## src/logic/fp_status_pkg.sv

```systemverilog
// package for the front panel status and lockout block
// assumes one 125 MHz clock domain and a plain register port
package fp_status_pkg;

  // ----------------------------------------------------------------
  // timing
  // ----------------------------------------------------------------
  localparam int CLK_MHZ           = 125;
  localparam int BLINK_HALF_MS     = 500;
  localparam int BLINK_HALF_CYC    = BLINK_HALF_MS * 1000 * CLK_MHZ;

  // ----------------------------------------------------------------
  // register offsets
  // ----------------------------------------------------------------
  localparam logic [7:0] OFS_FAULT   = 8'h00;
  localparam logic [7:0] OFS_CTRL    = 8'h04;
  localparam logic [7:0] OFS_STATUS  = 8'h08;
  localparam logic [7:0] OFS_INTSTAT = 8'h0C;
  localparam logic [7:0] OFS_INTMASK = 8'h10;
  localparam logic [7:0] OFS_EVENT   = 8'h14;
  localparam logic [7:0] OFS_INV_ADR = 8'h18;
  localparam logic [7:0] OFS_INV_DAT = 8'h1C;

  // ----------------------------------------------------------------
  // fault register fields, written by firmware from sensor scans
  // ----------------------------------------------------------------
  localparam int FLT_CRIT_THR = 0;
  localparam int FLT_PWR_CTL  = 1;
  localparam int FLT_MEM_ECC  = 2;
  localparam int FLT_BUS_ERR  = 3;
  localparam int FLT_NC_THR   = 4;
  localparam int FLT_CPU_DIS  = 5;
  localparam int FLT_MEM_MAP  = 6;
  localparam int FLT_NOTRDY   = 7;
  localparam int CTL_EVT_EN   = 0;

  // ----------------------------------------------------------------
  // interrupt status bits
  // ----------------------------------------------------------------
  localparam int IRQ_INTRUDE  = 0;
  localparam int IRQ_SECVIOL  = 1;
  localparam int IRQ_PWRUNIT  = 2;
  localparam int IRQ_WDOG     = 3;
  localparam int IRQ_W        = 4;

  // ----------------------------------------------------------------
  // event record codes
  // ----------------------------------------------------------------
  localparam logic [7:0] SNS_INTRUDE_NUM  = 8'h07;
  localparam logic [7:0] SNS_PHYS_SEC     = 8'h05;
  localparam logic [7:0] SNS_PLAT_SEC     = 8'h06;
  localparam logic [7:0] SNS_PLAT_NUM     = 8'h02;
  localparam logic [7:0] SNS_PWR_UNIT     = 8'h09;
  localparam logic [7:0] SNS_PWR_NUM      = 8'h03;
  localparam logic [7:0] SNS_WDOG2        = 8'h23;
  localparam logic [7:0] SNS_WDOG_NUM     = 8'h05;
  localparam logic [7:0] RD_SENS_SPEC     = 8'h6F;
  localparam logic [3:0] OFS_GEN_INTRUDE  = 4'h0;
  localparam logic [3:0] OFS_SECMODE_VIOL = 4'h0;
  localparam int         INV_DEPTH        = 256;

  typedef enum logic [4:0] {
    LED_OFF       = 5'b00001,
    LED_AMBER     = 5'b00010,
    LED_AMBER_BLK = 5'b00100,
    LED_GREEN_BLK = 5'b01000,
    LED_GREEN     = 5'b10000
  } led_mode_t;

endpackage

```

## src/logic/front_panel_status_and_lockout.sv

```systemverilog
// front panel status led, intrusion watch, button lockout and event reporting
// assumes synchronous debounced inputs and a one-cycle-latency register port
//
// Function
// RULE_01: green solid when ready and fault free, green blink when degraded
// RULE_02: amber solid while any critical fan, voltage or temperature condition
// RULE_03: amber blink on non-critical condition when nothing critical exists
// RULE_04: led dark while the system is not ready
// RULE_05: power control fault counts as critical
// RULE_06: uncorrectable ecc and fatal bus errors count as critical
// RULE_07: non-critical thresholds and chassis intrusion count as non-critical
// RULE_08: disabled processors or mapped-out memory mean degraded
// RULE_09: intrusion level visible; each change raises sensor 07h type 05h event
// RULE_10: secure mode blocks power-down and reset button actions
// RULE_11: sleep button passes through even in secure mode
// RULE_12: power or reset press during secure mode raises violation event
// RULE_13: button power-up blocked by secure mode or lockout input
// RULE_14: inventory store gives raw read and write only
// RULE_15: power unit events reported as type 09h, reading type 6Fh
// RULE_16: watchdog outcomes reported on sensor 05h type 23h, distinct offsets
// RULE_17: led priority: not ready, critical, non-critical, degraded, ready
//
// Local design decisions: the register addresses and the plain strobed port.
`timescale 1ns/1ps

module front_panel_status_and_lockout
  import fp_status_pkg::*;
#(
  parameter int BLINK_CYC = BLINK_HALF_CYC
)
(
  input  wire logic        clk,
  input  wire logic        srst,
  input  wire logic [7:0]  regAddr,
  input  wire logic [31:0] regWdata,
  input  wire logic        regWr,
  input  wire logic        regRd,
  output logic [31:0]      regRdata,
  input  wire logic        intrusion,
  input  wire logic        secureMode,
  input  wire logic        panelLockout,
  input  wire logic        sysPowered,
  input  wire logic        pwrBtn,
  input  wire logic        rstBtn,
  input  wire logic        sleepBtn,
  input  wire logic [2:0]  pwrUnitEvt,
  input  wire logic [4:0]  wdogEvt,
  output logic             pwrBtnOut,
  output logic             rstBtnOut,
  output logic             sleepBtnOut,
  output logic             ledGreen,
  output logic             ledAmber,
  output logic             irq
);

  // ----------------------------------------------------------------
  // registers
  // ----------------------------------------------------------------
  logic [7:0]        fault_r;
  logic              evtEn_r;
  logic [IRQ_W-1:0]  intStat_r;
  logic [IRQ_W-1:0]  intMask_r;
  logic [31:0]       evtRec_r;
  logic [7:0]        invAdr_r;
  logic [7:0]        invMem [INV_DEPTH];
  logic              intrPrev_r;
  logic              pwrPrev_r;
  logic              rstPrev_r;
  logic [31:0]       blinkCnt_r;
  logic              blink_r;
  led_mode_t         led_r;
  led_mode_t         led_nxt;
  logic              critical;
  logic              nonCrit;
  logic              degraded;
  logic              intrEdge;
  logic              pwrPress;
  logic              rstPress;
  logic              violation;
  logic [IRQ_W-1:0]  intSet;
  logic [2:0]        pwrIdx;
  logic [2:0]        wdIdx;

  // ----------------------------------------------------------------
  // condition classes
  // ----------------------------------------------------------------
  assign critical = fault_r[FLT_CRIT_THR] | fault_r[FLT_PWR_CTL] // [RULE_02] [RULE_05]
                  | fault_r[FLT_MEM_ECC] | fault_r[FLT_BUS_ERR]; // [RULE_06]
  assign nonCrit  = fault_r[FLT_NC_THR] | intrusion;             // [RULE_07]
  assign degraded = fault_r[FLT_CPU_DIS] | fault_r[FLT_MEM_MAP]; // [RULE_08]

  always_comb
  begin
    if (fault_r[FLT_NOTRDY])
      led_nxt = LED_OFF;                                         // [RULE_04] [RULE_17]
    else if (critical)
      led_nxt = LED_AMBER;                                       // [RULE_02]
    else if (nonCrit)
      led_nxt = LED_AMBER_BLK;                                   // [RULE_03]
    else if (degraded)
      led_nxt = LED_GREEN_BLK;                                   // [RULE_01]
    else
      led_nxt = LED_GREEN;                                       // [RULE_01]
  end

  // ----------------------------------------------------------------
  // blink timebase
  // ----------------------------------------------------------------
  always_ff @(posedge clk)
  begin
    if (srst)
    begin
      blinkCnt_r <= 32'h0;
      blink_r    <= 1'b0;
    end
    else if (blinkCnt_r >= 32'(BLINK_CYC - 1))
    begin
      blinkCnt_r <= 32'h0;
      blink_r    <= ~blink_r;
    end
    else
      blinkCnt_r <= blinkCnt_r + 32'h1;
  end

  // ----------------------------------------------------------------
  // led drive
  // ----------------------------------------------------------------
  always_ff @(posedge clk)
  begin
    if (srst)
    begin
      led_r    <= LED_OFF;
      ledGreen <= 1'b0;
      ledAmber <= 1'b0;
    end
    else
    begin
      led_r <= led_nxt;
      unique case (led_nxt)
        LED_OFF:       begin ledGreen <= 1'b0;    ledAmber <= 1'b0;    end
        LED_AMBER:     begin ledGreen <= 1'b0;    ledAmber <= 1'b1;    end
        LED_AMBER_BLK: begin ledGreen <= 1'b0;    ledAmber <= blink_r; end
        LED_GREEN_BLK: begin ledGreen <= blink_r; ledAmber <= 1'b0;    end
        LED_GREEN:     begin ledGreen <= 1'b1;    ledAmber <= 1'b0;    end
      endcase
    end
  end

  // ----------------------------------------------------------------
  // buttons and lockout
  // ----------------------------------------------------------------
  assign intrEdge  = intrusion ^ intrPrev_r;
  assign pwrPress  = pwrBtn & ~pwrPrev_r;
  assign rstPress  = rstBtn & ~rstPrev_r;
  assign violation = secureMode & (pwrPress | rstPress);         // [RULE_12]

  always_ff @(posedge clk)
  begin
    if (srst)
    begin
      intrPrev_r  <= 1'b0;
      pwrPrev_r   <= 1'b0;
      rstPrev_r   <= 1'b0;
      pwrBtnOut   <= 1'b0;
      rstBtnOut   <= 1'b0;
      sleepBtnOut <= 1'b0;
    end
    else
    begin
      intrPrev_r  <= intrusion;
      pwrPrev_r   <= pwrBtn;
      rstPrev_r   <= rstBtn;
      // powered: secure mode blocks power-down; off: lockout also blocks power-up
      pwrBtnOut   <= pwrBtn & ~secureMode                        // [RULE_10] [RULE_13]
                   & (sysPowered | ~panelLockout);
      rstBtnOut   <= rstBtn & ~secureMode;                       // [RULE_10]
      sleepBtnOut <= sleepBtn;                                   // [RULE_11]
    end
  end

  // ----------------------------------------------------------------
  // event record and interrupt status
  // ----------------------------------------------------------------
  always_comb
  begin
    pwrIdx = 3'h0;
    wdIdx  = 3'h0;
    for (int i = 2; i >= 0; i--)
      if (pwrUnitEvt[i])
        pwrIdx = 3'(i);
    for (int i = 4; i >= 0; i--)
      if (wdogEvt[i])
        wdIdx = 3'(i);
  end

  assign intSet[IRQ_INTRUDE] = evtEn_r & intrEdge;               // [RULE_09]
  assign intSet[IRQ_SECVIOL] = violation;
  assign intSet[IRQ_PWRUNIT] = |pwrUnitEvt;
  assign intSet[IRQ_WDOG]    = |wdogEvt;

  // record: {sensor number, sensor type, reading type, offset}; one event per cycle
  always_ff @(posedge clk)
  begin
    if (srst)
      evtRec_r <= 32'h0;
    else if (intSet[IRQ_INTRUDE])
      evtRec_r <= {SNS_INTRUDE_NUM, SNS_PHYS_SEC, RD_SENS_SPEC,  // [RULE_09]
                   4'h0, OFS_GEN_INTRUDE};
    else if (violation)
      evtRec_r <= {SNS_PLAT_NUM, SNS_PLAT_SEC, RD_SENS_SPEC,     // [RULE_12]
                   4'h0, OFS_SECMODE_VIOL};
    else if (intSet[IRQ_PWRUNIT])
      evtRec_r <= {SNS_PWR_NUM, SNS_PWR_UNIT, RD_SENS_SPEC,      // [RULE_15]
                   5'h0, pwrIdx};
    else if (intSet[IRQ_WDOG])
      evtRec_r <= {SNS_WDOG_NUM, SNS_WDOG2, RD_SENS_SPEC,        // [RULE_16]
                   5'h0, wdIdx};
  end

  always_ff @(posedge clk)
  begin
    if (srst)
      intStat_r <= '0;
    else if (regWr && regAddr == OFS_INTSTAT)
      intStat_r <= (intStat_r & ~regWdata[IRQ_W-1:0]) | intSet;
    else
      intStat_r <= intStat_r | intSet;
  end

  always_ff @(posedge clk)
  begin
    if (srst)
      irq <= 1'b0;
    else
      irq <= |(intStat_r & intMask_r);
  end

  // ----------------------------------------------------------------
  // register port
  // ----------------------------------------------------------------
  always_ff @(posedge clk)
  begin
    if (srst)
    begin
      fault_r   <= 8'h80;
      evtEn_r   <= 1'b0;
      intMask_r <= '0;
      invAdr_r  <= 8'h0;
    end
    else if (regWr)
    begin
      unique case (regAddr)
        OFS_FAULT:   fault_r   <= regWdata[7:0];
        OFS_CTRL:    evtEn_r   <= regWdata[CTL_EVT_EN];
        OFS_INTMASK: intMask_r <= regWdata[IRQ_W-1:0];
        OFS_INV_ADR: invAdr_r  <= regWdata[7:0];
        OFS_INV_DAT: invAdr_r  <= invAdr_r + 8'h1;
        default:     ;
      endcase
    end
    else if (regRd && regAddr == OFS_INV_DAT)
      invAdr_r <= invAdr_r + 8'h1;
  end

  // raw byte store; contents are never checked or interpreted
  always_ff @(posedge clk)
  begin
    if (regWr && regAddr == OFS_INV_DAT)
      invMem[invAdr_r] <= regWdata[7:0];                         // [RULE_14]
  end

  always_ff @(posedge clk)
  begin
    if (srst)
      regRdata <= 32'h0;
    else if (regRd)
    begin
      unique case (regAddr)
        OFS_FAULT:   regRdata <= {24'h0, fault_r};
        OFS_CTRL:    regRdata <= {31'h0, evtEn_r};
        OFS_STATUS:  regRdata <= {22'h0, led_r, secureMode, panelLockout, // [RULE_09]
                                  intrusion, 2'h0};
        OFS_INTSTAT: regRdata <= {28'h0, intStat_r};
        OFS_INTMASK: regRdata <= {28'h0, intMask_r};
        OFS_EVENT:   regRdata <= evtRec_r;
        OFS_INV_ADR: regRdata <= {24'h0, invAdr_r};
        OFS_INV_DAT: regRdata <= {24'h0, invMem[invAdr_r]};      // [RULE_14]
        default:     regRdata <= 32'h0;
      endcase
    end
    else
      regRdata <= 32'h0;
  end
endmodule
```

## config.mk

```make
export PLATFORM = sky130hd
export DESIGN_NAME = front_panel_status_and_lockout
export DESIGN_NICKNAME = d
export VERILOG_FILES = /design/src/logic/fp_status_pkg.sv /design/src/logic/front_panel_status_and_lockout.sv
export SDC_FILE = /design/constraint.sdc
export NUM_CORES = 2
export LEC_CHECK = 0
export ABC_AREA = 1
export BUFFER_PORTS_ARGS = -buffer_cell sky130_fd_sc_hd__buf_2
export CORE_UTILIZATION = 55
export DETAILED_ROUTE_END_ITERATION = 8
export HOLD_SLACK_MARGIN = 0.1
export PLACE_DENSITY = 0.68
export SYNTH_ARGS = -nofsm -noshare
export SYNTH_HDL_FRONTEND = slang
export SYNTH_SLANG_ARGS = --single-unit
```

## constraint.sdc

```tcl
create_clock -name clk -period 4.2 [get_ports clk]
set_input_delay 0.63 -clock clk [delete_from_list [all_inputs] [get_ports clk]]
set_output_delay 0.63 -clock clk [all_outputs]
set_load 0.05 [all_outputs]
```

# After elaboration in Yosys (flattened, before gate mapping)
# Memory sizes are Yosys's and may differ from the RTL's. A register that Yosys moved wholly into a read port is not among the register bits.
# Cells that the tools add are included.
[word_totals]
wordCells = 114
mem_count = 1
ramBits = 2048
mem_bits_ro = 0
latchBits = 0
ff_bits = 121
output_inout_bits = 38
in_bits = 59
[classes]
bitwise = 26
shifts = 0
n_reduce_logical = 22
eq_ne = 13
muxes = 27
add_sub_neg = 2
magnitude_cmp = 1
div_mod_pow = 0
mul = 0
[mem_list]
columns = ["memory", "depth", "word_bits", "read_ports", "rd_clocked_by_memory_dff", "write_ports", "line_no", "source"]
rows = [
  ["invMem", 256, 8, 1, 1, 1, "front_panel_status_and_lockout.sv:65", "logic [7:0] invMem [INV_DEPTH];"],
]
[ops]
columns = ["operator", "n"]
rows = [
  ["$pmux 27 s8", 1],
  ["$mux 27", 4],
  ["$add 32x1->32 const B", 1],
  ["$eq 8x5->1 const B", 4],
  ["$ge 32x26->1 const B", 1],
  ["$mux 8", 4],
  ["$mux 3", 7],
  ["$mux 5", 4],
  ["$eq 8x4->1 const B", 2],
  ["$pmux 8 s2", 1],
  ["$reduce_or 3->1", 4],
  ["$add 8x1->8 const B", 1],
  ["$and 4x4->4", 2],
  ["$eq 8x3->1 const B", 1],
  ["$logic_not 8->1", 1],
  ["$or 4x4->4", 2],
  ["$reduce_and 2->1", 4],
  ["$and 1x1->1", 7],
  ["$or 1x1->1", 7],
  ["$not 1->1", 6],
  ["$pmux 1 s3", 2],
  ["$reduce_or 2->1", 3],
  ["$reduce_or 6->1", 1],
  ["$eq 5x1->1 const B", 1],
  ["16 further kinds", 20],
]

# Longest topological paths before layout
[depth]
ltp_word = 9
mapped_depth = 15
mapped_depth_nobuf = 13

# Worst setup path after synthesis
# Ideal clock, no wire load.
[synth_timing]
kind = "input to register"
start = "input regAddr[5]"
end = "memory invMem[103][0] (enable)"
path_stages = 10
setup_time_ns = 0.370
required_ns = 3.830
path_buffers = 1
arrival_time_ns = 2.141
path_slack_ns = 1.689
cell_sequence = "nor3_1 nand2_1 nor2_1 inv_1 nor2_1 inv_1 nor2_1 nand2_1 buf_2 nor2_1"
[synth_via]
elab_chain_len = 4
[synth_rtl]
columns = ["element", "line_no", "source"]
rows = [
  ["start: declaration", "front_panel_status_and_lockout.sv:34", "input wire logic [7:0] regAddr,"],
  ["$eq 8x5->1", "front_panel_status_and_lockout.sv:268", "if (regWr && regAddr == OFS_INV_DAT)"],
  ["$logic_and 1x1->1", "front_panel_status_and_lockout.sv:268", ""],
  ["$mux 1", "front_panel_status_and_lockout.sv:268", ""],
  ["$mux 1 (implied by the code)", "front_panel_status_and_lockout.sv:269", "invMem[invAdr_r] <= regWdata[7:0];"],
  ["end: declaration", "front_panel_status_and_lockout.sv:65", ""],
]
# Every way passes these cells.

# Worst setup path in the final report
[layout_timing]
start = "input regAddr[6]"
end = "memory invMem[220][3] (enable)"
# Same word-level chain as after synthesis.

==> metrics <==
reported leakage power=around 33 nW; Unique masters post-synth=39; DP HPWL=about 130000 um; WHS Endpoint=evtEn_r; clock root buffer=clkbuf_16; reg2reg setup slack=0.84 ns; post-synthesis mux area share=0%; count leader, synth=nand2_1; Fmax=around 290 MHz; via count=~58000; Worst-Skew Late Latency=about 0.84 ns; post-synth top area share=70.33%; clk_skew=0.04302 ns; post-synthesis adder-cell area fraction=0.07154%; Cell Area, Synth=87450 um^2; worst path required time=4.66 ns; Synth Flop Type=edfxtp_1; post-CTS setup buffer count=0; Ys Warns=0; vias in the first global route=approximately 55000; share of cells above drive strength 1=between 7 and 8%; router iterations before antenna repair=8; CTS Buffer Depth=3; simple-gate share of the synthesized area=approximately 23%; r2r endpoint=regRdata[5]; Die H=around 400 um; largest area contributor in the synthesized netlist=edfxtp_1; Synth Area in Compound Gates=0.7755%; H-tree depth=4; CP max FO=9; Clock Sink Count=around 2200; cell area power density=approximately 440 nW/um^2; fin crit period=3.399 ns; setup TNS=0 ns; core area=roughly 160000 um^2; final WL=around 230000 um; NumNets Final=approximately 7500; Synth Register Bits=2157; Critical Path Source=regAddr[6]; ys async rst share=0%; routed wire length per instance=~23 um; DRC viols=0; Area Overhead vs Synth=10.27%; clk slew on worst S/H paths=around 0.060 ns; number of synthesized flops with an enable pin=roughly 2000; crit start category=primary input; MaxCap Viol Count=0; Synth top cells by count=nand2_1 (2174), nand3_1 (2054), edfxtp_1 (2048); maximum VDD drop=442.0 uV; Crit Path Class=in -> reg; cell count after placement=9297; worst rel slew slack=roughly 23%; Final Max Slew Viols=0; status=finished, final reports clean; largest family of logic cells by synthesized area=simple AND/OR/NAND/NOR gates; R2R depth=12; Synth Area in XOR/XNOR=less than 1%; final cell count without fillers=9693; unrepaired setup endpoints after global routing=false; All-Layer GR Usage=28.02%; port bufs=62; largest net degree at the start of global routing=around 140; vias per cell=roughly 6; Mapped Cells=about 7500; first-pass GRT wire length=between 300000 and 400000 um; Critical Path AT=between 3 and 4 ns; ranking of synthesized cells by area=edfxtp_1 (70%), nand3_1 (12%), nand2_1 (9.3%), dfxtp_1 (2.5%), buf_2 (1.7%); CTS tree=done; Post-Synthesis Mean Instance Area=around 12 um^2; Seq/Total Area, Yosys=between 70 and 80%; RD Place Congestion=between 0.9 and 1; final period utilization=between 80% and 90%; final hold vios=0; Tightest Pin Transition=1.160 ns; number of I/O pins=97; GRT overflow=0; First DRT Iteration DRCs=6221; initial antenna violation count=1; Critical Path Sink Type=flip-flop; min-delay src=regWr; fillcell total=~12000; Rows=145; Cells on Worst Hold Path=3; worst hold-check path type=in -> reg; Num CTS Buffers=about 210; Post-DRT Antenna Nets=0; die width=between 400 and 500 um; Initial Util=55.72%; DIE AREA=roughly 160000 um^2; number of setup violations in the final report=0; CTS resizes=0
==> area by class of cell <==
cell class                      count  area [um^2]  area share [%]
Multi-Input combinational cell   4765        20940           21.72
Tap cell                         2058         2575           2.670
Clock inverter                    112        895.9          0.9290
Clock buffer                      267         5523           5.727
Sequential cell                  2157        63700           66.06
Inverter                           88        364.1          0.3776
Timing Repair Buffer              240         2417           2.507
Antenna cell                        6        15.01         0.01557
==> through the flow <==
step	power [mW]	worst slack, ns	hold WS (ns)	utilization, %	instance area [um^2]
after floorplan	24.19	1.689	0.4132	-	87500
after global placement	24.67	0.5507	0.4241	57.28	89890
after detailed placement	24.69	0.5046	0.4370	57.28	89890
after CTS	42.18	0.8732	0.1023	61.44	96410
after global routing	43.02	0.6442	0.1278	61.44	96410
final	42.05	0.8006	0.1390	61.45	96430
==> repair_timing <==
item / in CTS / in global routing
endpoints found under the setup margin: 0 / 0
hold endpoints to repair: 9 / 0
hold buffers: 11 / 0
==> placed cells by master, fill, tap and decap left out, types with 3 or more instances in the layout <==
cell type / n
nor4_1: 5
dfxtp_1: 104
a21oi_1: 50
inv_6: 5
nand3_1: 2054
a221oi_1: 5
diode_2: 6
nand2_2: 16
nor3_1: 20
inv_1: 82
clkinv_1: 57
buf_4: 114
buf_2: 54
o211ai_1: 3
ha_1: 5
o22ai_1: 6
dlygate4sd3_1: 11
dfxtp_4: 4
buf_12: 53
clkbuf_16: 212
clkinvlp_4: 4
clkinv_2: 27
a31oi_1: 7
o21ai_0: 41
bufinv_16: 12
buf_8: 8
edfxtp_1: 2048
conb_1: 16
clkinv_8: 3
nand2_1: 2158
nand4_1: 6
nor2_1: 335
clkbuf_1: 53
nor2_2: 5
xor2_1: 15
==> how the worst max path moves through the flow <==
stage | slack [ns] | end
final | 0.80 | invMem[220][3]
after floorplan | 1.69 | invMem[103][0]
after detailed placement | 0.50 | invMem[220][6]
after global placement | 0.55 | invMem[197][2]
after global routing | 0.64 | invMem[44][6]
after CTS | 0.87 | invMem[220][3]
==> report_power, final <==
part	switching, mW	internal [mW]
combinational	0.591	0.119
clock	7.83	9.97
sequential	0.00932	23.5
total	8.44	33.6
==> sequential cells by signal (all words and copies together) (netlist names), 4 cells and up, named ones only <==
signal      count
intStat_r       4
invMem       2048
intMask_r       4
led_r           5
blinkCnt_r     32
evtRec_r       11
regRdata       18
fault_r         8
invAdr_r        8
==> kinds of logic after synthesis <==
kind of cell,Yosys count
other,1
adder cells (fa/ha/maj),5
flip-flops,2157
XOR/XNOR,16
buffers and inverters,594
AO/OA/AOI/OAI,121
AND/OR/NAND/NOR,4607
==> layer usage <==
metal	GRT usage, %	part of all wire (%)	vias to the layer above
met1	38.59	40	27870
met2	44.22	47	2746
met3	5.551	9.3	481
met4	10.82	3.8	2
li1	-	-	26470
met5	0	0.0031	-
==> critical path, stage by stage <==
cell and delay, ns:
dlygate4sd3_1 0.53, buf_2 0.13, nor3_1 0.26, nand2_1 0.11, nor2_1 0.24, inv_1 0.07
nor2_1 0.19, inv_1 0.14, nor2_2 0.24, nand2_2 0.38, buf_12 0.31, nor2_1 0.60
Power figures use the tool's default switching activity.
